$ cat src/pkg/rsesq_pkg.sv
package rsesq_pkg;
  // clock and strobe tick timing
  localparam int CLK_PERIOD_PS = 5000;
  localparam int TICK_PS = 15000;
  localparam int TICK_CYC = (TICK_PS + CLK_PERIOD_PS - 1) / CLK_PERIOD_PS;
  // worst case delay from frame start to first line reset
  localparam int EXP_DELAY_US = 300;
  localparam int EXP_DELAY_CYC = (EXP_DELAY_US * 1000000) / CLK_PERIOD_PS;
  // sensor geometry
  localparam int ACTIVE_LINES_DEF = 3672;
  localparam int DUMMY_LINES_DEF = 54;
  localparam int LINE_W = 12;
  localparam int CYC_W = 32;
  localparam int TICKS_W = 16;
  // shutter setting encoding
  localparam logic MODE_ROLLING = 1'h0;
  localparam logic MODE_GRR = 1'h1;

  typedef enum logic [1:0] {
    RSESQ_IDLE,
    RSESQ_LEAD,
    RSESQ_INTEG,
    RSESQ_READ
  } rsesq_state_t;
endpackage : rsesq_pkg
$ cat src/hw/rolling_shutter_exposure_sequencer.sv
`timescale 1ns/1ps
module rolling_shutter_exposure_sequencer import rsesq_pkg::*; #(
  parameter int LW = LINE_W,
  parameter int CW = CYC_W,
  parameter int ACTIVE = ACTIVE_LINES_DEF,
  parameter int DUMMY = DUMMY_LINES_DEF,
  parameter int EXP_DELAY = EXP_DELAY_CYC
)(
  input wire logic clk,
  input wire logic arst_n,
  input wire logic trigger,
  input wire logic shutterMode,
  input wire logic [CW-1:0] lineCycles,
  input wire logic [CW-1:0] exposureCycles,
  input wire logic [TICKS_W-1:0] flashTicks,
  input wire logic [LW-1:0] roiFirst,
  input wire logic [LW-1:0] roiLast,
  output logic lineReset,
  output logic [LW-1:0] resetLine,
  output logic globalReset,
  output logic readStart,
  output logic [LW-1:0] readLine,
  output logic rowSend,
  output logic strobe,
  output logic busy,
  output logic expTooShort,
  output logic [CW-1:0] scanTime,
  output logic [CW-1:0] minReadout,
  output logic [CW-1:0] frameTime
);
  localparam logic [LW-1:0] TOTAL = LW'(ACTIVE + DUMMY);
  localparam logic [LW-1:0] ACT = LW'(ACTIVE);
  localparam logic [CW-1:0] DLY = CW'(EXP_DELAY);

  function automatic logic [CW-1:0] minc(input logic [CW-1:0] a, input logic [CW-1:0] b);
    minc = (a < b) ? a : b;
  endfunction : minc

  function automatic logic [CW-1:0] lineSpan(input logic [CW-1:0] lc, input logic [LW-1:0] n);
    lineSpan = CW'(lc * CW'(n));
  endfunction : lineSpan

  logic [1:0] rstPipe;
  logic rst_n;
  rsesq_state_t state;
  logic trigPrev;
  logic trigEdge;
  logic modeLat;
  logic [CW-1:0] expLat;
  logic [CW-1:0] lineLat;
  logic [CW-1:0] stbDelay;
  logic [CW-1:0] stbStop;
  logic [CW-1:0] cnt;
  logic leadEnd;
  logic integEnd;
  logic rsStep, rsDone, rsBusy;
  logic [LW-1:0] rsIdx;
  logic rdStep, rdDone, rdBusy;
  logic [LW-1:0] rdIdx;
  logic [CW-1:0] scanNow;
  logic [CW-1:0] expNow;
  logic [CW-1:0] flashCyc;
  logic shortFlash;
  logic [CW-1:0] next_stbDelay;
  logic [CW-1:0] next_stbStop;
  logic [CW-1:0] frameLen;
  logic [CW-1:0] frameLat;

  // reset release through two flops
  always_ff @(posedge clk or negedge arst_n) begin
    if (!arst_n) begin
      rstPipe <= 2'h0;
    end else begin
      rstPipe <= {rstPipe[0], 1'h1};
    end
  end
  assign rst_n = rstPipe[1];

  // timing from current line setup
  assign scanNow = lineSpan(lineCycles, TOTAL);
  assign expNow = (exposureCycles == '0) ? CW'(1) : exposureCycles;
  assign flashCyc = CW'(flashTicks) * CW'(TICK_CYC);
  assign shortFlash = flashCyc < scanNow;

  // strobe window relative to exposure start
  always_comb begin
    next_stbDelay = '0;
    next_stbStop = minc(flashCyc, expNow);
    if (shutterMode == MODE_ROLLING) begin
      if (shortFlash) begin
        next_stbDelay = scanNow;
        next_stbStop = minc(scanNow + flashCyc, expNow);
      end else begin
        next_stbStop = scanNow + expNow;
      end
    end
  end

  // frame length figures, refreshed every cycle
  always_ff @(posedge clk or negedge rst_n) begin
    if (!rst_n) begin
      scanTime <= '0;
      minReadout <= '0;
      frameTime <= '0;
      expTooShort <= 1'h0;
    end else begin
      scanTime <= scanNow;
      minReadout <= scanNow + DLY;
      frameTime <= scanNow + DLY + expNow;
      expTooShort <= (shutterMode == MODE_ROLLING) && shortFlash && (flashCyc != '0)
                     && (expNow < scanNow + flashCyc);
    end
  end

  // trigger rising edge only starts a frame
  always_ff @(posedge clk or negedge rst_n) begin
    if (!rst_n) begin
      trigPrev <= 1'h0;
    end else begin
      trigPrev <= trigger;
    end
  end
  assign trigEdge = trigger && !trigPrev && (state == RSESQ_IDLE);

  // settings captured per frame
  always_ff @(posedge clk or negedge rst_n) begin
    if (!rst_n) begin
      modeLat <= MODE_ROLLING;
      expLat <= CW'(1);
      lineLat <= CW'(1);
      stbDelay <= '0;
      stbStop <= '0;
      frameLat <= '0;
    end else if (trigEdge) begin
      modeLat <= shutterMode;
      expLat <= expNow;
      lineLat <= lineCycles;
      stbDelay <= next_stbDelay;
      stbStop <= next_stbStop;
      frameLat <= scanNow + DLY + expNow;
    end
  end

  assign leadEnd = (state == RSESQ_LEAD) && (cnt == DLY - CW'(1));
  assign integEnd = (state == RSESQ_INTEG) && (cnt == expLat - CW'(1));

  // frame sequence: delay, integrate, read out
  always_ff @(posedge clk or negedge rst_n) begin
    if (!rst_n) begin
      state <= RSESQ_IDLE;
      cnt <= '0;
    end else begin
      unique case (state)
        RSESQ_IDLE: begin
          cnt <= '0;
          if (trigEdge) begin
            state <= RSESQ_LEAD;
          end
        end
        RSESQ_LEAD: begin
          cnt <= leadEnd ? '0 : cnt + CW'(1);
          if (leadEnd) begin
            state <= RSESQ_INTEG;
          end
        end
        RSESQ_INTEG: begin
          cnt <= integEnd ? '0 : cnt + CW'(1);
          if (integEnd) begin
            state <= RSESQ_READ;
          end
        end
        RSESQ_READ: begin
          if (rdDone) begin
            state <= RSESQ_IDLE;
          end
        end
      endcase
    end
  end

  // line reset walker, rolling mode only
  rsesq_line_step #(.LW(LW), .CW(CW)) uResetStep (
    .clk(clk),
    .rst_n(rst_n),
    .start(leadEnd && (modeLat == MODE_ROLLING)),
    .lineCycles(lineLat),
    .lineCount(TOTAL),
    .step(rsStep),
    .idx(rsIdx),
    .done(rsDone),
    .busy(rsBusy)
  );

  // readout walker, same pitch so each line gets equal exposure in rolling mode
  rsesq_line_step #(.LW(LW), .CW(CW)) uReadStep (
    .clk(clk),
    .rst_n(rst_n),
    .start(integEnd),
    .lineCycles(lineLat),
    .lineCount(TOTAL),
    .step(rdStep),
    .idx(rdIdx),
    .done(rdDone),
    .busy(rdBusy)
  );

  // flash timer starts with exposure
  rsesq_strobe #(.CW(CW)) uStrobe (
    .clk(clk),
    .rst_n(rst_n),
    .start(leadEnd),
    .delayCyc(stbDelay),
    .stopCyc(stbStop),
    .strobe(strobe)
  );

  // registered sensor control outputs
  always_ff @(posedge clk or negedge rst_n) begin
    if (!rst_n) begin
      lineReset <= 1'h0;
      resetLine <= '0;
      globalReset <= 1'h0;
      readStart <= 1'h0;
      readLine <= '0;
      rowSend <= 1'h0;
      busy <= 1'h0;
    end else begin
      lineReset <= rsStep && (modeLat == MODE_ROLLING);
      resetLine <= rsIdx;
      globalReset <= leadEnd && (modeLat == MODE_GRR);
      readStart <= rdStep;
      readLine <= rdIdx;
      rowSend <= rdStep && (rdIdx >= roiFirst) && (rdIdx <= roiLast) && (rdIdx < ACT);
      busy <= (state != RSESQ_IDLE) || trigEdge;
    end
  end

  // cycles since the frame was accepted, for checking
  always_ff @(posedge clk or negedge rst_n) begin
    if (!rst_n) begin
      frameLen <= '0;
    end else if (trigEdge) begin
      frameLen <= '0;
    end else if (state != RSESQ_IDLE) begin
      frameLen <= frameLen + CW'(1);
    end
  end

  rst_reset_pitch_a: assert property (
    @(posedge clk) disable iff (!rst_n)
    lineReset |-> frameLen == DLY + CW'(lineLat * CW'(resetLine)))
    else $error("line reset off its pitch");

  read_after_exp_a: assert property (
    @(posedge clk) disable iff (!rst_n)
    readStart |-> frameLen == DLY + expLat + CW'(lineLat * CW'(readLine)))
    else $error("readout not at end of exposure");

  reinteg_wait_a: assert property (
    @(posedge clk) disable iff (!rst_n)
    lineReset |-> !(rdBusy && uReadStep.line == resetLine))
    else $error("reset while readout busy");

  grr_wait_a: assert property (
    @(posedge clk) disable iff (!rst_n)
    $rose(globalReset) |-> !rdBusy && !$past(rdBusy))
    else $error("global reset during readout");

  frame_length_a: assert property (
    @(posedge clk) disable iff (!rst_n)
    rdDone |-> frameLen == frameLat - CW'(1))
    else $error("frame time mismatch");

  mode_reset_a: assert property (
    @(posedge clk) disable iff (!rst_n)
    globalReset |-> modeLat == MODE_GRR && !lineReset ##1 !globalReset)
    else $error("global reset in wrong mode");

  grr_strobe_a: assert property (
    @(posedge clk) disable iff (!rst_n)
    (globalReset && stbStop != '0) |-> strobe)
    else $error("strobe not with exposure");

  strobe_end_a: assert property (
    @(posedge clk) disable iff (!rst_n)
    (readStart && readLine == '0 && modeLat == MODE_GRR) |-> !strobe)
    else $error("strobe past exposure end");

  roi_gate_a: assert property (
    @(posedge clk) disable iff (!rst_n)
    rowSend |-> readStart && readLine >= roiFirst && readLine <= roiLast)
    else $error("row sent outside region");

  read_order_a: assert property (
    @(posedge clk) disable iff (!rst_n)
    (readStart && readLine != '0) |-> readLine == uReadStep.line)
    else $error("readout order broken");
endmodule : rolling_shutter_exposure_sequencer

$ cat src/hw/rsesq_line_step.sv
`timescale 1ns/1ps
module rsesq_line_step import rsesq_pkg::*; #(
  parameter int LW = LINE_W,
  parameter int CW = CYC_W
)(
  input wire logic clk,
  input wire logic rst_n,
  input wire logic start,
  input wire logic [CW-1:0] lineCycles,
  input wire logic [LW-1:0] lineCount,
  output logic step,
  output logic [LW-1:0] idx,
  output logic done,
  output logic busy
);
  logic [CW-1:0] cnt;
  logic [LW-1:0] line;
  logic wrap;
  logic last;

  // one line slot ends after lineCycles clocks
  assign wrap = busy && (cnt == lineCycles - CW'(1));
  assign last = (line == lineCount - LW'(1));
  assign step = start || (wrap && !last);
  assign idx = start ? '0 : line + LW'(1);
  assign done = wrap && last;

  // walk one line per slot
  always_ff @(posedge clk or negedge rst_n) begin
    if (!rst_n) begin
      busy <= 1'h0;
      cnt <= '0;
      line <= '0;
    end else if (start) begin
      busy <= 1'h1;
      cnt <= '0;
      line <= '0;
    end else if (wrap) begin
      cnt <= '0;
      if (last) begin
        busy <= 1'h0;
      end else begin
        line <= line + LW'(1);
      end
    end else if (busy) begin
      cnt <= cnt + CW'(1);
    end
  end
endmodule : rsesq_line_step

$ cat src/hw/rsesq_strobe.sv
`timescale 1ns/1ps
module rsesq_strobe import rsesq_pkg::*; #(
  parameter int CW = CYC_W
)(
  input wire logic clk,
  input wire logic rst_n,
  input wire logic start,
  input wire logic [CW-1:0] delayCyc,
  input wire logic [CW-1:0] stopCyc,
  output logic strobe
);
  logic run;
  logic [CW-1:0] cnt;
  logic [CW-1:0] c;
  logic next_strobe;

  // offset from exposure start, zero in the start cycle
  assign c = start ? '0 : cnt;
  assign next_strobe = (start || run) && (c >= delayCyc) && (c < stopCyc);

  // cycle timer, three counts per strobe tick
  always_ff @(posedge clk or negedge rst_n) begin
    if (!rst_n) begin
      run <= 1'h0;
      cnt <= '0;
    end else if (start) begin
      run <= 1'h1;
      cnt <= CW'(1);
    end else if (run) begin
      cnt <= cnt + CW'(1);
      if (cnt >= stopCyc) begin
        run <= 1'h0;
      end
    end
  end

  // registered flash output
  always_ff @(posedge clk or negedge rst_n) begin
    if (!rst_n) begin
      strobe <= 1'h0;
    end else begin
      strobe <= next_strobe;
    end
  end
endmodule : rsesq_strobe

$ cat config.mk
export PLATFORM = sky130hd
export DESIGN_NAME = rolling_shutter_exposure_sequencer
export DESIGN_NICKNAME = d
export VERILOG_FILES = /design/src/pkg/rsesq_pkg.sv /design/src/hw/rolling_shutter_exposure_sequencer.sv /design/src/hw/rsesq_line_step.sv /design/src/hw/rsesq_strobe.sv
export SDC_FILE = /design/constraint.sdc
export NUM_CORES = 2
export LEC_CHECK = 0
export BUFFER_PORTS_ARGS = -buffer_cell sky130_fd_sc_hd__buf_2
export CORE_MARGIN = 2
export CORE_UTILIZATION = 60
export CTS_CLUSTER_DIAMETER = 80
export CTS_CLUSTER_SIZE = 30
export DETAILED_ROUTE_END_ITERATION = 6
export PLACE_DENSITY = 0.77
export SYNTH_ARGS = -nofsm -noshare
export SYNTH_HDL_FRONTEND = slang
export SYNTH_SLANG_ARGS = --single-unit
export TNS_END_PERCENT = 30
$ cat constraint.sdc
create_clock -name clk -period 32.7 [get_ports clk]
set_input_delay 6.54 -clock clk [delete_from_list [all_inputs] [get_ports clk]]
set_output_delay 6.54 -clock clk [all_outputs]
set_load 0.1 [all_outputs]
==> impl_metrics.env <==
export IMPL_run_status="finished, final reports clean"
export IMPL_cap_violations=0
export IMPL_finalNetCount=4626
export IMPL_yosys_register_bits=409
export IMPL_worst_hold_path_type="reg -> async"
export IMPL_crit_path_end_kind="flip-flop"
export IMPL_clk_pin_slew_worst_paths_ns=0.10
export IMPL_syn_to_final_growth_pct=8.44
export IMPL_gp_congestion=1.00
export IMPL_async_flop_share_pct=100
export IMPL_yosysTopAreaCell="dfrtp_1"
export IMPL_grt_overflow=0
export IMPL_grt_pass1_wl_um=154000
export IMPL_num_vias=29543
export IMPL_clock_skew_ns=0.0242
export IMPL_ys_seq_area_share_pct=29.4
export IMPL_finalSetupViolations=0
export IMPL_dp_hpwl_um=76400
export IMPL_layout_drive_gt1_share_pct=9.74
export IMPL_cts_resized=0
export IMPL_cts_hold_buf=0
export IMPL_ys_flop_type="dfrtp_1"
export IMPL_final_antenna_net_count=0
export IMPL_worst_pin_slew_ns=1.26
export IMPL_final_cell_mix="dfrtp_1, inv_1, ha_1, nand2_1, nor2_1"
export IMPL_synth_warnings=0
export IMPL_post_drt_wl_per_cell_um=20.2
export IMPL_cts_tree="yes"
export IMPL_postSynthAreaPerCell_um2=8.94
export IMPL_period_share_pct=52.3
export IMPL_drv_slew=0
export IMPL_drc_errors=0
export IMPL_synth_cell_types=100
export IMPL_io_buffers=232
export IMPL_grt_setup_unrepaired="false"
export IMPL_max_clock_freq_ghz=0.0585
export IMPL_vias_per_cell=6.11
export IMPL_num_io_pins=235
export IMPL_final_setup_tns_ns=0
export IMPL_critPathMaxStageDelay_ns=0.83
export IMPL_core_area_mm2=0.0576
export IMPL_worst_ep_required_time_ns=33.22
export IMPL_drtIter0Drc=2567
export IMPL_crit_slowest_cell="a211oi_1"
export IMPL_fp_dieH_um=245
export IMPL_htree_levels=1
export IMPL_hold_viol=0
export IMPL_crit_type="in -> reg"
export IMPL_cts_buffers=29
export IMPL_grtUsageTotal_pct=32.4
export IMPL_synth_cells=3897
export IMPL_layout_commonest_cell="dfrtp_1"
export IMPL_cts_sinks=409
export IMPL_die_x_um=245
export IMPL_synth_edf_count=0
export IMPL_fp_row_count=88
export IMPL_grt_pass1_vias=28312
export IMPL_fp_dieArea_mm2=0.0600
export IMPL_cts_root_buf="clkbuf_16"
export IMPL_synth_area_top_cells="dfrtp_1, ha_1, fa_1, xnor2_1, inv_1"
export IMPL_start_util_pct=60.5
export IMPL_antenna_found_initial=3
export IMPL_cp_data_arrival_time_ns=17.62
export IMPL_syn_cell_area_mm2=0.0348
export IMPL_fin_crit_ns=17.10
export IMPL_grt_max_degree=83
export IMPL_routed_wl_um=97900
export IMPL_crit_path_start_kind="input pin"
export IMPL_cp_max_fo=32
export IMPL_first_pass_iters=5
export IMPL_post_synth_top_area_fraction_pct=29.2
export IMPL_clkLatencyLatePin_ns=0.64
export IMPL_post_cts_buffers=0
export IMPL_clockBufferDepth=3
export IMPL_relSlewSlack_pct=16.3
[Yosys cell counts (11+ instances only)]
master      n
nand2b_1   40
a211oi_1   29
xnor2_1   194
inv_1     376
o211ai_1   19
o22ai_1    28
ha_1      358
mux2_2     20
nor2_1    307
xnor3_1    39
nand4_1    78
and2_1     41
nor4_1     46
nor4b_1    14
nor3_1     70
a21oi_1   160
or2_2      17
fa_1      115
or3_1      35
a21o_1     99
nor3b_1    11
nor2b_1    45
o21ai_0   238
buf_2      13
xor2_1    127
o31ai_1    32
or4_1      14
clkbuf_1  132
o21bai_1   17
dfrtp_1   407
nand2_1   328
a31oi_1    26
nand3_1   104
and3_1     60
o21a_1     31
and4_1     16
mux2i_1    25
[final timing paths]
check,start,endpoint,slack (ns),depth (start not counted)
setup / recovery,lineCycles[2],stbStop[16],15.60,35
hold / removal,rstPipe[1],scanTime[20],0.34,0
setup reg to reg,expLat[1],rowSend,27.09,24
hold reg to reg,rstPipe[1],scanTime[20],0.34,0
max in group asynchronous,arst_n,rstPipe[1],26.91,1
min in group clk,rstPipe[0],rstPipe[1],0.35,0
[state kept, by name, summed over array words and instances, names as in the netlist, 27 cells and up]
signal / cells
lineLat: 32
uResetStep.cnt: 32
scanTime: 31
stbDelay: 31
uStrobe.cnt: 32
cnt: 32
frameTime: 32
stbStop: 32
uReadStep.cnt: 32
minReadout: 27
expLat: 32
[stage by stage]
step | utilization, % | worst slack (ns) | cells | hold slack, ns | cell area (um2)
finish | 65.6 | 15.60 | 4835 | 0.344 | 37800
global route | 65.6 | 15.05 | 4833 | 0.378 | 37800
CTS | 65.6 | 15.74 | 4832 | 0.355 | 37800
detailed placement | 63.6 | 15.08 | 4779 | 0.336 | 36600
global placement | 63.6 | 15.41 | 4779 | 0.336 | 36600
floorplan | - | 17.28 | 3898 | 0.331 | 34800
[worst max-delay path, delay by kind of cell]
family                   cells  cell delay (ns)
adder cells (fa/ha/maj)      8             3.88
AND/OR/NAND/NOR             10             3.57
AO/OA/AOI/OAI                9             2.36
buffers and inverters        6             0.76
multiplexers                 1             0.33
XOR/XNOR                     1             0.14
[routing by layer]
metal | wire length (um) | global-route usage (%) | part of all wire, %
met5 | 13 | 0 | 0.013
met4 | 3430 | 10.6 | 3.5
met3 | 8260 | 4.91 | 8.4
met2 | 42700 | 49.9 | 44
met1 | 43500 | 46.9 | 44
[area by class of cell]
type                    instances  area (um2)
inverters                     377        1420
multi-input cells            2957       22600
clock buffers                  29         726
repair buffers                271        1450
well taps                     765         957
fillers                      4758       19800
clock inverters                24         408
diodes                          3        7.51
flip-flops and latches        409       10200
[logic make-up (layout without fill, tap and decap cells)]
family | count (synthesis) | in the layout | synth area share (%)
simple gates | 1275 | 1275 | 18.5
compound gates | 798 | 798 | 14.6
buf+inv | 532 | 701 | 5.89
fa+ha+maj | 473 | 473 | 19.5
flops | 409 | 409 | 29.4
xor+xnor | 361 | 361 | 10.7
mux | 47 | 47 | 1.44
other cells | 2 | 6 | 0.0216
Power is left out: the tool's default activity adds up to more than one toggle a clock period on the data nets, which glitch-free logic cannot reach.
